<file path="config.mk">
export PLATFORM = sky130hd
export DESIGN_NAME = tlim_mapper
export DESIGN_NICKNAME = d
export VERILOG_FILES = /design/src/verilog/tlim_pkg.sv /design/src/verilog/tlim_mapper.sv
export SDC_FILE = /design/constraint.sdc
export NUM_CORES = 2
export LEC_CHECK = 0
export ABC_AREA = 0
export ABC_CLOCK_PERIOD_IN_PS = 14600
export BUFFER_PORTS_ARGS = -buffer_cell sky130_fd_sc_hd__buf_2
export CAP_MARGIN = 20
export CORE_AREA = 2 2 350 352
export DETAILED_ROUTE_END_ITERATION = 10
export DIE_AREA = 0 0 352 354
export PLACE_DENSITY_LB_ADDON = 0.25
export SYNTH_ARGS = -nofsm -noshare
export SYNTH_HDL_FRONTEND = slang
export SYNTH_SLANG_ARGS = --single-unit
</file>
<file path="constraint.sdc">
create_clock -name clock -period 14.6 [get_ports clock]
set_input_delay 1.46 -clock clock [delete_from_list [all_inputs] [get_ports clock]]
set_output_delay 1.46 -clock clock [all_outputs]
set_load 0.02 [all_outputs]
</file>
<file path="src/verilog/tlim_pkg.sv">
// package: register map, reset values, function codes and timing for the torque limit and input mapper
package tlim_pkg;
   // ----------------------------------------------------------------
   // register byte offsets
   // ----------------------------------------------------------------
   localparam logic [7:0] OFS_SOURCE_SEL = 8'h00;
   localparam logic [7:0] OFS_FIRST_LIM = 8'h04;
   localparam logic [7:0] OFS_SECOND_LIM = 8'h08;
   localparam logic [7:0] OFS_SLOPE_1TO2 = 8'h0C;
   localparam logic [7:0] OFS_SLOPE_2TO1 = 8'h10;
   localparam logic [7:0] OFS_FWD_EXT = 8'h14;
   localparam logic [7:0] OFS_REV_EXT = 8'h18;
   localparam logic [7:0] OFS_CONTROL = 8'h1C;
   localparam logic [7:0] OFS_LIMIT_STAT = 8'h20;
   localparam logic [7:0] OFS_FUNC_STAT = 8'h24;
   localparam logic [7:0] OFS_PIN_BASE = 8'h40;
   localparam int PIN_COUNT = 10;
   // ----------------------------------------------------------------
   // field layout and reset values
   // ----------------------------------------------------------------
   localparam int LIM_W = 9;
   localparam logic [LIM_W-1:0] LIM_RESET = 9'h12C;
   localparam logic [LIM_W-1:0] LIM_MAX_DEFAULT = 9'h12C;
   localparam logic [LIM_W-1:0] SLOPE_RESET = 9'h000;
   localparam logic [2:0] SEL_RESET = 3'h1;
   localparam int CTRL_MODE_LSB = 0;
   localparam int CTRL_FF_BIT = 2;
   localparam int STAT_REV_LSB = 16;
   localparam int FUNC_N = 22;
   localparam int ALARM_DUP_POS_BIT = 31;
   localparam int ALARM_DUP_SPD_BIT = 30;
   localparam int ALARM_ALLOC_BIT = 29;
   localparam int NC_BIT = 7;
   localparam logic [31:0] PIN_RESET [PIN_COUNT] = '{
      32'h0082_8282, 32'h0081_8181, 32'h0091_910A, 32'h0006_0606, 32'h0000_100C,
      32'h0003_0303, 32'h0000_0F07, 32'h0004_0404, 32'h0005_0505, 32'h0000_0E88};
   // ----------------------------------------------------------------
   // modes and function codes
   // ----------------------------------------------------------------
   localparam logic [1:0] MODE_POSITION = 2'h0;
   localparam logic [1:0] MODE_SPEED = 2'h1;
   localparam logic [2:0] SEL_BOTH_FIRST = 3'h1;
   localparam logic [2:0] SEL_SPLIT = 3'h2;
   localparam logic [2:0] SEL_SWITCHED = 3'h3;
   localparam logic [2:0] SEL_EXTERNAL = 3'h6;
   localparam logic [6:0] FN_NONE = 7'h00;
   localparam logic [6:0] FN_ALARM_RESET = 7'h04;
   localparam logic [6:0] FN_ERR_CLEAR = 7'h07;
   localparam logic [6:0] FN_PULSE_INHIBIT = 7'h08;
   localparam logic [6:0] FN_LIMIT_SWITCH = 7'h09;
   localparam int ERR_CLEAR_PIN = 6;
   localparam int PULSE_INHIBIT_PIN = 9;
   localparam logic [1:0] RESP_OKAY = 2'b00;
   localparam logic [1:0] RESP_SLVERR = 2'b10;
   // ----------------------------------------------------------------
   // timing
   // ----------------------------------------------------------------
   localparam int CLK_PERIOD_NS = 10;
   localparam int CTRL_CYCLE_NS = 1000;
   localparam int CTRL_TICKS = CTRL_CYCLE_NS / CLK_PERIOD_NS;
endpackage

</file>
<file path="src/verilog/tlim_mapper.sv">
// torque limit selection with ramped switching, and sequence input pin function mapping
// ----------------------------------------------------------------
// Operation
// - source 1 clamps both directions to the first limit.
// - source 2 uses first limit forward, second limit reverse.
// - source 3 uses first limit when switch input off, second when on.
// - source 6: first/second when off, external forward/reverse limits when on.
// - with feed-forward, limit only in speed control with sources 1 to 3.
// - ramping applies only with source 3.
// - first-to-second uses slope one, second-to-first uses slope two.
// - ramp direction follows comparison of the two limit magnitudes.
// - rewriting first or second limit applies at once, skipping the ramp.
// - limits range 0 to cap (300 default, lower caps possible), reset 300.
// - each of ten input pins has its own selection register.
// - pin polarity selectable; some functions refused on some pins.
// - make contact: active while shorted to return line.
// - break contact: active while open from return line.
// - reset loads default pin allocations.
// - one code byte per control mode; active mode picks the byte.
// - code top bit selects break contact.
// - same function on two pins in the position or speed byte raises duplicate alarm.
// ----------------------------------------------------------------
//
// Added by the designer: the AXI4-Lite slave port and the placing of the registers.
module tlim_mapper
   import tlim_pkg::*;
#(
   parameter logic [LIM_W-1:0] TORQUE_CAP = LIM_MAX_DEFAULT
) (
   // clock and reset
   input wire logic clock,
   input wire logic rst_n,
   // axi4-lite write
   input wire logic [7:0] s_axi_awaddr,
   input wire logic s_axi_awvalid,
   output logic s_axi_awready,
   input wire logic [31:0] s_axi_wdata,
   input wire logic [3:0] s_axi_wstrb,
   input wire logic s_axi_wvalid,
   output logic s_axi_wready,
   output logic [1:0] s_axi_bresp,
   output logic s_axi_bvalid,
   input wire logic s_axi_bready,
   // axi4-lite read
   input wire logic [7:0] s_axi_araddr,
   input wire logic s_axi_arvalid,
   output logic s_axi_arready,
   output logic [31:0] s_axi_rdata,
   output logic [1:0] s_axi_rresp,
   output logic s_axi_rvalid,
   input wire logic s_axi_rready,
   // sequence input pins, high while shorted to the return line
   input wire logic [PIN_COUNT-1:0] input_pin_shorted,
   // torque path
   input wire logic signed [15:0] torque_cmd,
   output logic signed [15:0] torque_out,
   output logic [LIM_W-1:0] fwd_limit,
   output logic [LIM_W-1:0] rev_limit,
   // mapped drive functions and alarms
   output logic [FUNC_N-1:0] func_active,
   output logic dup_alarm
);
   // ----------------------------------------------------------------
   // helpers
   // ----------------------------------------------------------------
   function automatic logic [31:0] merge(input logic [31:0] old, input logic [31:0] d, input logic [3:0] be);
      logic [31:0] r;
      r = old;
      for (int b = 0; b < 4; b++) begin
         if (be[b]) begin
            r[b*8 +: 8] = d[b*8 +: 8];
         end
      end
      return r;
   endfunction

   function automatic logic [LIM_W-1:0] sat(input logic [31:0] v);
      return (v > 32'(TORQUE_CAP)) ? TORQUE_CAP : v[LIM_W-1:0];
   endfunction

   function automatic logic [7:0] code_of(input logic [31:0] sel, input logic [1:0] mode);
      return sel[mode*8 +: 8];
   endfunction

   function automatic logic allowed(input logic [7:0] code, input int pin);
      logic ok;
      ok = code[6:0] != FN_NONE && code[6:0] < 7'(FUNC_N);
      if (code[NC_BIT] && (code[6:0] == FN_ALARM_RESET || code[6:0] == FN_ERR_CLEAR)) begin
         ok = 1'b0;
      end
      if (code[6:0] == FN_ERR_CLEAR && pin != ERR_CLEAR_PIN) begin
         ok = 1'b0;
      end
      if (code[6:0] == FN_PULSE_INHIBIT && pin != PULSE_INHIBIT_PIN) begin
         ok = 1'b0;
      end
      return ok;
   endfunction

   function automatic logic [LIM_W-1:0] ramp_step(input logic [LIM_W-1:0] cur, input logic [LIM_W-1:0] tgt,
                                                input logic [LIM_W-1:0] slope);
      if (slope == '0) begin
         return tgt;
      end else if (cur < tgt) begin
         return (tgt - cur <= slope) ? tgt : LIM_W'(cur + slope);
      end else begin
         return (cur - tgt <= slope) ? tgt : LIM_W'(cur - slope);
      end
   endfunction

   // ----------------------------------------------------------------
   // registers
   // ----------------------------------------------------------------
   logic [2:0] source_sel;
   logic [LIM_W-1:0] first_lim, second_lim, slope_1to2, slope_2to1, fwd_ext, rev_ext;
   logic [1:0] ctrl_mode;
   logic ff_select;
   logic [31:0] pin_sel [PIN_COUNT];
   logic limit_rewritten;
   logic dup_pos, dup_spd, alloc_err;

   logic aw_held, w_held;
   logic [7:0] aw_addr;
   logic [31:0] w_data;
   logic [3:0] w_strb;
   logic do_write;
   logic [5:0] wr_index;
   logic wr_is_pin, wr_mapped;

   assign do_write = aw_held && w_held && !s_axi_bvalid;
   assign wr_index = aw_addr[7:2];
   assign wr_is_pin = aw_addr >= OFS_PIN_BASE && wr_index < 6'(OFS_PIN_BASE[7:2] + PIN_COUNT);
   assign wr_mapped = wr_is_pin || aw_addr <= OFS_CONTROL;

   always_ff @(posedge clock or negedge rst_n) begin
      if (!rst_n) begin
         s_axi_awready <= 1'b1;
         s_axi_wready <= 1'b1;
         aw_addr <= 8'h00;
         w_data <= 32'h0000_0000;
         w_strb <= 4'h0;
         s_axi_bvalid <= 1'b0;
         s_axi_bresp <= RESP_OKAY;
      end else begin
         if (s_axi_awvalid && s_axi_awready) begin
            s_axi_awready <= 1'b0;
            aw_addr <= s_axi_awaddr;
         end else if (do_write) begin
            s_axi_awready <= 1'b1;
         end
         if (s_axi_wvalid && s_axi_wready) begin
            s_axi_wready <= 1'b0;
            w_data <= s_axi_wdata;
            w_strb <= s_axi_wstrb;
         end else if (do_write) begin
            s_axi_wready <= 1'b1;
         end
         if (do_write) begin
            s_axi_bvalid <= 1'b1;
            s_axi_bresp <= (wr_mapped && aw_addr[1:0] == 2'b00) ? RESP_OKAY : RESP_SLVERR;
         end else if (s_axi_bready) begin
            s_axi_bvalid <= 1'b0;
         end
      end
   end

   assign aw_held = !s_axi_awready;
   assign w_held = !s_axi_wready;

   // present value of the addressed register, merged with the written byte lanes
   logic [31:0] wr_old, wr_word;
   always_comb begin
      unique case (aw_addr)
         OFS_SOURCE_SEL: wr_old = {29'h0, source_sel};
         OFS_FIRST_LIM: wr_old = {23'h0, first_lim};
         OFS_SECOND_LIM: wr_old = {23'h0, second_lim};
         OFS_SLOPE_1TO2: wr_old = {23'h0, slope_1to2};
         OFS_SLOPE_2TO1: wr_old = {23'h0, slope_2to1};
         OFS_FWD_EXT: wr_old = {23'h0, fwd_ext};
         OFS_REV_EXT: wr_old = {23'h0, rev_ext};
         OFS_CONTROL: wr_old = {29'h0, ff_select, ctrl_mode};
         default: wr_old = wr_is_pin ? pin_sel[4'(wr_index - OFS_PIN_BASE[7:2])] : 32'h0000_0000;
      endcase
      wr_word = merge(wr_old, w_data, w_strb);
   end

   // software-visible settings; a write is also the steer for the limit logic
   always_ff @(posedge clock or negedge rst_n) begin
      if (!rst_n) begin
         source_sel <= SEL_RESET;
         first_lim <= LIM_RESET;
         second_lim <= LIM_RESET;
         slope_1to2 <= SLOPE_RESET;
         slope_2to1 <= SLOPE_RESET;
         fwd_ext <= LIM_RESET;
         rev_ext <= LIM_RESET;
         ctrl_mode <= MODE_POSITION;
         ff_select <= 1'b0;
         for (int p = 0; p < PIN_COUNT; p++) begin
            pin_sel[p] <= PIN_RESET[p];
         end
      end else if (do_write && aw_addr[1:0] == 2'b00) begin
         unique case (aw_addr)
            OFS_SOURCE_SEL: source_sel <= wr_word[2:0];
            OFS_FIRST_LIM: first_lim <= sat(wr_word);
            OFS_SECOND_LIM: second_lim <= sat(wr_word);
            OFS_SLOPE_1TO2: slope_1to2 <= wr_word[LIM_W-1:0];
            OFS_SLOPE_2TO1: slope_2to1 <= wr_word[LIM_W-1:0];
            OFS_FWD_EXT: fwd_ext <= sat(wr_word);
            OFS_REV_EXT: rev_ext <= sat(wr_word);
            OFS_CONTROL: begin
               ctrl_mode <= wr_word[CTRL_MODE_LSB +: 2];
               ff_select <= wr_word[CTRL_FF_BIT];
            end
            default: begin
               if (wr_is_pin) begin
                  pin_sel[4'(wr_index - OFS_PIN_BASE[7:2])] <= wr_word;
               end
            end
         endcase
      end
   end

   // read channel: one cycle from address to data
   logic [5:0] rd_index;
   logic [31:0] next_rdata;
   logic next_rerr;
   assign rd_index = s_axi_araddr[7:2];

   always_comb begin
      next_rdata = 32'h0000_0000;
      next_rerr = 1'b0;
      unique case (s_axi_araddr)
         OFS_SOURCE_SEL: next_rdata = {29'h0, source_sel};
         OFS_FIRST_LIM: next_rdata = {23'h0, first_lim};
         OFS_SECOND_LIM: next_rdata = {23'h0, second_lim};
         OFS_SLOPE_1TO2: next_rdata = {23'h0, slope_1to2};
         OFS_SLOPE_2TO1: next_rdata = {23'h0, slope_2to1};
         OFS_FWD_EXT: next_rdata = {23'h0, fwd_ext};
         OFS_REV_EXT: next_rdata = {23'h0, rev_ext};
         OFS_CONTROL: next_rdata = {29'h0, ff_select, ctrl_mode};
         OFS_LIMIT_STAT: next_rdata = {7'h0, rev_limit, 7'h0, fwd_limit};
         OFS_FUNC_STAT: next_rdata = {dup_pos, dup_spd, alloc_err, 7'h0, func_active};
         default: begin
            if (s_axi_araddr >= OFS_PIN_BASE && s_axi_araddr[1:0] == 2'b00
                && rd_index < 6'(OFS_PIN_BASE[7:2] + PIN_COUNT)) begin
               next_rdata = pin_sel[4'(rd_index - OFS_PIN_BASE[7:2])];
            end else begin
               next_rerr = 1'b1;
            end
         end
      endcase
   end

   always_ff @(posedge clock or negedge rst_n) begin
      if (!rst_n) begin
         s_axi_rvalid <= 1'b0;
         s_axi_arready <= 1'b1;
         s_axi_rdata <= 32'h0000_0000;
         s_axi_rresp <= RESP_OKAY;
      end else if (s_axi_arvalid && s_axi_arready) begin
         s_axi_rvalid <= 1'b1;
         s_axi_arready <= 1'b0;
         s_axi_rdata <= next_rdata;
         s_axi_rresp <= next_rerr ? RESP_SLVERR : RESP_OKAY;
      end else if (s_axi_rready) begin
         s_axi_rvalid <= 1'b0;
         s_axi_arready <= 1'b1;
      end
   end

   // ----------------------------------------------------------------
   // input pin mapping
   // ----------------------------------------------------------------
   // pins are asynchronous to the clock, so two stages before any use
   logic [PIN_COUNT-1:0] pin_meta, pin_sync;
   always_ff @(posedge clock or negedge rst_n) begin
      if (!rst_n) begin
         pin_meta <= '0;
         pin_sync <= '0;
      end else begin
         pin_meta <= input_pin_shorted;
         pin_sync <= pin_meta;
      end
   end

   logic [FUNC_N-1:0] next_func;
   logic next_dup_pos, next_dup_spd, next_alloc_err;
   always_comb begin
      logic [7:0] c;
      c = 8'h00;
      next_func = '0;
      next_alloc_err = 1'b0;
      for (int p = 0; p < PIN_COUNT; p++) begin
         c = code_of(pin_sel[p], ctrl_mode);
         if (allowed(c, p)) begin
            next_func[c[4:0]] = next_func[c[4:0]] | (pin_sync[p] ^ c[NC_BIT]);
         end else if (c[6:0] != FN_NONE) begin
            next_alloc_err = 1'b1;
         end
      end
   end

   // duplicates are checked in the position and speed bytes only, both at all times
   always_comb begin
      next_dup_pos = 1'b0;
      next_dup_spd = 1'b0;
      for (int a = 0; a < PIN_COUNT; a++) begin
         for (int b = a + 1; b < PIN_COUNT; b++) begin
            if (pin_sel[a][6:0] != FN_NONE && pin_sel[a][6:0] == pin_sel[b][6:0]) begin
               next_dup_pos = 1'b1;
            end
            if (pin_sel[a][14:8] != FN_NONE && pin_sel[a][14:8] == pin_sel[b][14:8]) begin
               next_dup_spd = 1'b1;
            end
         end
      end
   end

   always_ff @(posedge clock or negedge rst_n) begin
      if (!rst_n) begin
         func_active <= '0;
         dup_pos <= 1'b0;
         dup_spd <= 1'b0;
         alloc_err <= 1'b0;
         dup_alarm <= 1'b0;
      end else begin
         func_active <= next_func;
         dup_pos <= next_dup_pos;
         dup_spd <= next_dup_spd;
         alloc_err <= next_alloc_err;
         dup_alarm <= next_dup_pos | next_dup_spd;
      end
   end

   // ----------------------------------------------------------------
   // torque limit selection and ramp
   // ----------------------------------------------------------------
   logic [6:0] tick_count;
   logic tick;
   assign tick = tick_count == 7'(CTRL_TICKS - 1);
   always_ff @(posedge clock or negedge rst_n) begin
      if (!rst_n) begin
         tick_count <= 7'h00;
      end else begin
         tick_count <= tick ? 7'h00 : 7'(tick_count + 7'h01);
      end
   end

   logic limit_switch_input;
   logic [LIM_W-1:0] ramp_target, ramp_slope, ramp_cur;
   assign limit_switch_input = func_active[FN_LIMIT_SWITCH[4:0]];
   assign ramp_target = limit_switch_input ? second_lim : first_lim;
   assign ramp_slope = limit_switch_input ? slope_1to2 : slope_2to1;

   // a rewrite between ticks is remembered; a new write wins over the tick that clears it
   always_ff @(posedge clock or negedge rst_n) begin
      if (!rst_n) begin
         limit_rewritten <= 1'b0;
      end else if (do_write && (aw_addr == OFS_FIRST_LIM || aw_addr == OFS_SECOND_LIM)) begin
         limit_rewritten <= 1'b1;
      end else if (tick) begin
         limit_rewritten <= 1'b0;
      end
   end

   always_ff @(posedge clock or negedge rst_n) begin
      if (!rst_n) begin
         ramp_cur <= LIM_RESET;
      end else if (tick) begin
         if (source_sel == SEL_SWITCHED && !limit_rewritten) begin
            ramp_cur <= ramp_step(ramp_cur, ramp_target, ramp_slope);
         end else begin
            ramp_cur <= ramp_target;
         end
      end
   end

   always_ff @(posedge clock or negedge rst_n) begin
      if (!rst_n) begin
         fwd_limit <= LIM_RESET;
         rev_limit <= LIM_RESET;
      end else if (tick) begin
         unique case (source_sel)
            SEL_BOTH_FIRST: begin
               fwd_limit <= first_lim;
               rev_limit <= first_lim;
            end
            SEL_SPLIT: begin
               fwd_limit <= first_lim;
               rev_limit <= second_lim;
            end
            SEL_SWITCHED: begin
               fwd_limit <= (limit_rewritten) ? ramp_target : ramp_step(ramp_cur, ramp_target, ramp_slope);
               rev_limit <= (limit_rewritten) ? ramp_target : ramp_step(ramp_cur, ramp_target, ramp_slope);
            end
            SEL_EXTERNAL: begin
               fwd_limit <= limit_switch_input ? fwd_ext : first_lim;
               rev_limit <= limit_switch_input ? rev_ext : second_lim;
            end
            // reserved codes keep the last limits rather than open the clamp
            default: begin
               fwd_limit <= fwd_limit;
               rev_limit <= rev_limit;
            end
         endcase
      end
   end

   // clamp uses the limits already in force, one control cycle behind a switch
   logic enforce;
   logic signed [15:0] fwd_s, rev_s;
   assign enforce = !ff_select || (ctrl_mode == MODE_SPEED && source_sel >= SEL_BOTH_FIRST
                    && source_sel <= SEL_SWITCHED);
   assign fwd_s = $signed({7'h00, fwd_limit});
   assign rev_s = -$signed({7'h00, rev_limit});

   always_ff @(posedge clock or negedge rst_n) begin
      if (!rst_n) begin
         torque_out <= 16'sh0000;
      end else if (tick) begin
         if (enforce && torque_cmd > fwd_s) begin
            torque_out <= fwd_s;
         end else if (enforce && torque_cmd < rev_s) begin
            torque_out <= rev_s;
         end else begin
            torque_out <= torque_cmd;
         end
      end
   end

   // ----------------------------------------------------------------
   // assertions
   // ----------------------------------------------------------------
   a_source_one: assert property (@(posedge clock) disable iff (!rst_n)
      tick && source_sel == SEL_BOTH_FIRST |=> fwd_limit == $past(first_lim) && rev_limit == $past(first_lim))
      else $error("source one limits differ from first limit");
   a_source_two: assert property (@(posedge clock) disable iff (!rst_n)
      tick && source_sel == SEL_SPLIT |=> fwd_limit == $past(first_lim) && rev_limit == $past(second_lim))
      else $error("source two split limits wrong");
   a_switched_same: assert property (@(posedge clock) disable iff (!rst_n)
      tick && source_sel == SEL_SWITCHED |=> fwd_limit == rev_limit && fwd_limit == ramp_cur)
      else $error("switched source limits not common");
   a_external_on: assert property (@(posedge clock) disable iff (!rst_n)
      tick && source_sel == SEL_EXTERNAL && limit_switch_input |=> fwd_limit == $past(fwd_ext)
      && rev_limit == $past(rev_ext))
      else $error("external limits not applied");
   a_ff_bypass: assert property (@(posedge clock) disable iff (!rst_n)
      tick && ff_select && ctrl_mode != MODE_SPEED |=> torque_out == $past(torque_cmd))
      else $error("feed-forward outside speed mode still clamped");
   a_clamp_fwd: assert property (@(posedge clock) disable iff (!rst_n)
      tick && enforce && torque_cmd > fwd_s |=> torque_out == $past(fwd_s))
      else $error("positive command not clamped");
   a_ramp_land: assert property (@(posedge clock) disable iff (!rst_n)
      tick && source_sel == SEL_SWITCHED && ramp_cur < ramp_target && ramp_target - ramp_cur <= ramp_slope
      |=> ramp_cur == $past(ramp_target))
      else $error("ramp missed its target");
   a_rewrite_direct: assert property (@(posedge clock) disable iff (!rst_n)
      tick && limit_rewritten |=> ramp_cur == $past(ramp_target))
      else $error("rewritten limit was ramped");
   a_limit_cap: assert property (@(posedge clock) disable iff (!rst_n)
      first_lim <= TORQUE_CAP && second_lim <= TORQUE_CAP)
      else $error("limit above cap");
   a_dup_alarm: assert property (@(posedge clock) disable iff (!rst_n)
      $rose(next_dup_pos) ##1 1'b1 |-> dup_alarm && dup_pos)
      else $error("duplicate allocation not flagged");

   c_ramp_step: cover property (@(posedge clock) disable iff (!rst_n)
      tick && source_sel == SEL_SWITCHED && ramp_cur != ramp_target && ramp_slope != '0);
   c_external: cover property (@(posedge clock) disable iff (!rst_n)
      tick && source_sel == SEL_EXTERNAL && limit_switch_input);
   c_clamp_rev: cover property (@(posedge clock) disable iff (!rst_n) tick && enforce && torque_cmd < rev_s);
   c_duplicate: cover property (@(posedge clock) disable iff (!rst_n) dup_alarm);
endmodule

</file>
==> impl_metrics.json <==
{
  "avgSynthCellArea_um2": 8.46,
  "cp_top_family": "compound AO/OA/AOI/OAI gates",
  "num_vias": 47100,
  "multi_input_area_mm2": 0.0318,
  "cellPowerDensity_mw_per_mm2": 144,
  "ys_ff_latch": 560,
  "p_int_uw": 4160,
  "clock_path_buffers": 3,
  "worstPathRequired_ns": 15.14,
  "max_freq_ghz": 0.0850,
  "setup_tns_ns": 0,
  "synth_area_mm2": 0.0480,
  "cts_buffers": 72,
  "ys_types": 106,
  "hpwlAfterDp_um": 157000,
  "fp.dieH_um": 354,
  "drv_slew": 0,
  "clock_latency_ns": 0.71,
  "p_clk_share_pct": 25.0,
  "p_leak_uw": 0.0224,
  "min_path_type": "register to register",
  "cts_tree": "done",
  "holdPathStages": 0,
  "numClockSinks": 560,
  "initial_core_util_pct": 39.7,
  "fin_crit_sh_pct": 80.6,
  "wl_um": 219000,
  "cp_slowest_cell": "dfrtp_4",
  "dr.pass1.iters": 8,
  "worst_slack_ns": 2.84,
  "synthCells": 5681,
  "ant_nets": 0,
  "area_growth_pct": 10.4,
  "die_area_mm2": 0.125,
  "cts-root-buf": "clkbuf_16",
  "io_pins": 183,
  "crit_path_max_incr_delay_ns": 0.87,
  "cp_max_fo": 45,
  "worstMarginPinSlew_ns": 1.26,
  "grt_pass1_vias": 44300,
  "grt_pass1_wl_um": 317000,
  "nFillCells": 12000,
  "fin_crit_ns": 11.76,
  "p_comb_share_pct": 46.0,
  "core_area_mm2": 0.121,
  "cp.arrival_ns": 12.30,
  "routedWlPerCell_um": 29.8,
  "antenna_found_initial": 11,
  "layout.area.seq_mm2": 0.0141,
  "fin_skew_ns": 0.0395,
  "dpl_cell_area_mm2": 0.0505,
  "grt_overflow_total": 0,
  "drc": 0,
  "path_clk_slew_ns": 0.06,
  "rows": 128,
  "synthArstFlopShare_pct": 100,
  "ys_warn_count": 0,
  "seq_power_share_pct": 29.0,
  "final_layout_size_suffix_gt1_share_pct": 16.2,
  "swShare_pct": 45.7,
  "gp_congestion": 0.995,
  "status": "complete, no violations",
  "p_sw_uw": 3500,
  "cp.depth": 31,
  "synth-edff-count": 0,
  "grt_max_degree": 165,
  "drt_iter0_markers": 6948,
  "max_cap_violations": 0,
  "fin_area_mm2": 0.0530,
  "holdBufCountCts": 0,
  "path_class": "register to register",
  "endpoint_kind": "register",
  "htreeDepth": 3,
  "finalHoldViolations": 0,
  "critPathBufInv": 2,
  "yosysSeqAreaShare_pct": 29.4,
  "viasPerCell": 6.43,
  "relSlewSlack_pct": 15.9,
  "vdd.ir_drop.worst_uv": 102,
  "r2r_cells": 31,
  "grt_use_total_pct": 34.2,
  "cts_setup_buffers": 0,
  "die-width_um": 352,
  "cts_resized": 0,
  "rsz0062_at_grt": "no",
  "finalSetupViolCount": 0,
  "start_kind": "register",
  "synthFlopType": "dfrtp_1",
  "io_buffers": 180,
  "pre_cts_ws_ns": 3.08,
  "final_nets": 5803
}
==> area by class of cell <==
cell class	count	area share [%]
clock buffers	100	3.81
flip-flops and latches	560	26.7
inverters	101	0.715
repair buffers	346	4.13
diodes	4	0.0189
well taps	1625	3.83
multi-input cells	4557	59.9
clock inverters	34	0.894
==> synthesized netlist by cell type, types with 11 or more instances <==
cell | count | share of area, %
a211oi_1 | 30 | 0.47
a21oi_1 | 198 | 2.1
nor2_1 | 416 | 3.3
xnor2_1 | 352 | 6.4
nand3_1 | 115 | 1.2
nand3b_1 | 15 | 0.23
buf_2 | 12 | 0.13
mux2_2 | 96 | 2.3
o21ai_0 | 532 | 5.5
dfstp_2 | 88 | 4.8
nor2b_1 | 55 | 0.72
a221oi_1 | 33 | 0.60
clkbuf_1 | 306 | 2.4
and3_1 | 21 | 0.27
nand4_1 | 127 | 1.7
or4_1 | 13 | 0.20
o211ai_1 | 33 | 0.52
nand2_1 | 788 | 6.2
dfrtp_1 | 472 | 25
nor4_1 | 131 | 1.7
o221ai_1 | 11 | 0.20
mux2i_1 | 150 | 3.1
o21ai_1 | 23 | 0.24
a31oi_1 | 44 | 0.57
a22oi_1 | 51 | 0.80
ha_1 | 76 | 2.0
or2_2 | 29 | 0.38
a32oi_1 | 21 | 0.38
nor3_1 | 117 | 1.2
or3_1 | 15 | 0.20
a211o_1 | 11 | 0.20
a21o_1 | 28 | 0.44
and2_1 | 39 | 0.51
buf_1 | 137 | 1.1
nand2b_1 | 92 | 1.2
a222oi_1 | 16 | 0.33
a221o_1 | 19 | 0.40
xor2_1 | 333 | 6.1
o31ai_1 | 26 | 0.41
o21a_1 | 29 | 0.45
inv_1 | 101 | 0.79
mux4_2 | 182 | 8.5
o22ai_1 | 81 | 1.1
==> layer usage <==
metal	wire length [um]	track usage (%)	vias up
li1	-	-	20400
met5	106	0	-
met2	93600	50.9	2933
met1	87700	46.0	23200
met3	25200	9.12	631
met4	12000	16.5	10
==> stage by stage <==
step	util (%)	total power, uW	std cells	hold slack [ns]
after floorplan	-	4340	5683	0.331
after global placement	41.8	5610	7189	0.332
after detailed placement	41.8	5630	7189	0.336
after CTS	43.9	7550	7323	0.348
after global routing	43.9	7960	7323	0.358
final	43.9	7650	7327	0.344
==> flip-flops by register name, indices dropped and copies added (netlist names), 9 cells and up <==
register,count
pin_sync,10
fwd_ext,9
pin_sel,320
ramp_cur,9
pin_meta,10
fwd_limit,9
rev_limit,9
slope_1to2,9
slope_2to1,9
second_lim,9
first_lim,9
s_axi_rdata,32
func_active,22
rev_ext,9
w_data,32
torque_out,16
==> cell usage in the layout, fill, tap and decap left out, types with 16 or more instances in the layout <==
| cell type | netlist | routed |
|---|---|---|
| a22oi_1 | 51 | 51 |
| buf_2 | 12 | 177 |
| or2_2 | 29 | 29 |
| nor2_1 | 416 | 415 |
| and3_1 | 21 | 21 |
| a31oi_1 | 44 | 44 |
| xnor2_1 | 352 | 352 |
| a21oi_1 | 198 | 198 |
| o31ai_1 | 26 | 26 |
| o21a_1 | 29 | 29 |
| nand3_1 | 115 | 111 |
| inv_1 | 101 | 100 |
| a21o_1 | 28 | 28 |
| a211oi_1 | 30 | 30 |
| o211ai_1 | 33 | 33 |
| mux2i_1 | 150 | 149 |
| dfstp_2 | 88 | 88 |
| and2_1 | 39 | 39 |
| nand4_1 | 127 | 127 |
| ha_1 | 76 | 76 |
| clkbuf_16 | 0 | 73 |
| a221oi_1 | 33 | 33 |
| clkbuf_1 | 306 | 18 |
| o22ai_1 | 81 | 81 |
| mux2_2 | 96 | 96 |
| nand2_1 | 788 | 780 |
| o21ai_0 | 532 | 532 |
| nand2b_1 | 92 | 92 |
| xor2_1 | 333 | 333 |
| o21ai_1 | 23 | 23 |
| a222oi_1 | 16 | 16 |
| nor3_1 | 117 | 117 |
| mux4_2 | 182 | 182 |
| a221o_1 | 19 | 19 |
| a32oi_1 | 21 | 21 |
| nor4_1 | 131 | 131 |
| nor2b_1 | 55 | 55 |
| dfrtp_1 | 472 | 467 |
| buf_4 | 5 | 165 |
==> power groups by stage <==
stage          clock [uW]  combinational [uW]  sequential (uW)
2_1_floorplan           0                2390             1950
3_3_place_gp            0                3390             2220
3_5_place_dp            0                3410             2220
4_1_cts              1930                3420             2200
5_1_grt              1990                3740             2230
6_report             1910                3520             2220
==> worst reg2reg max path: cells and delay by family (launching register included) <==
| family | cells | cell delay, ns |
|---|---|---|
| xor gates and xnor gates | 1 | 0.46 |
| muxes | 3 | 0.95 |
| DFF | 1 | 0.87 |
| buffers and inverters | 2 | 0.70 |
| AOI/OAI and AO/OA | 21 | 7.73 |
| and+or+nand+nor | 4 | 0.91 |
==> path summary, 6_finish.rpt <==
check                                               from                         to  slack, ns
min in group asynchronous                          rst_n    ramp_cur[1]$_DFFE_PN0N_       0.86
worst min register to register     pin_meta[1]$_DFF_PN0_      pin_sync[1]$_DFF_PN0_       0.34
worst min-delay path               pin_meta[1]$_DFF_PN0_      pin_sync[1]$_DFF_PN0_       0.34
worst max register to register  ctrl_mode[1]$_DFFE_PN0P_  func_active[15]$_DFF_PN0_       2.84
max in group asynchronous                          rst_n   pin_sel[300]$_DFFE_PN0P_      11.36
worst max-delay path            ctrl_mode[1]$_DFFE_PN0P_  func_active[15]$_DFF_PN0_       2.84
==> cell families (layout without fill, tap and decap cells) <==
| kind of cell | after synthesis | in the layout | synth area share, % |
|---|---|---|---|
| and+or+nand+nor | 2020 | 2020 | 19.7 |
| AOI/OAI and AO/OA | 1341 | 1341 | 17.8 |
| xor gates and xnor gates | 685 | 685 | 12.5 |
| buffers and inverters | 566 | 581 | 4.57 |
| DFF | 560 | 560 | 29.4 |
| muxes | 428 | 428 | 13.9 |
| adders and majority gates | 80 | 80 | 2.15 |
| other | 1 | 7 | 0.00781 |
(Power assumes the default switching activity.)
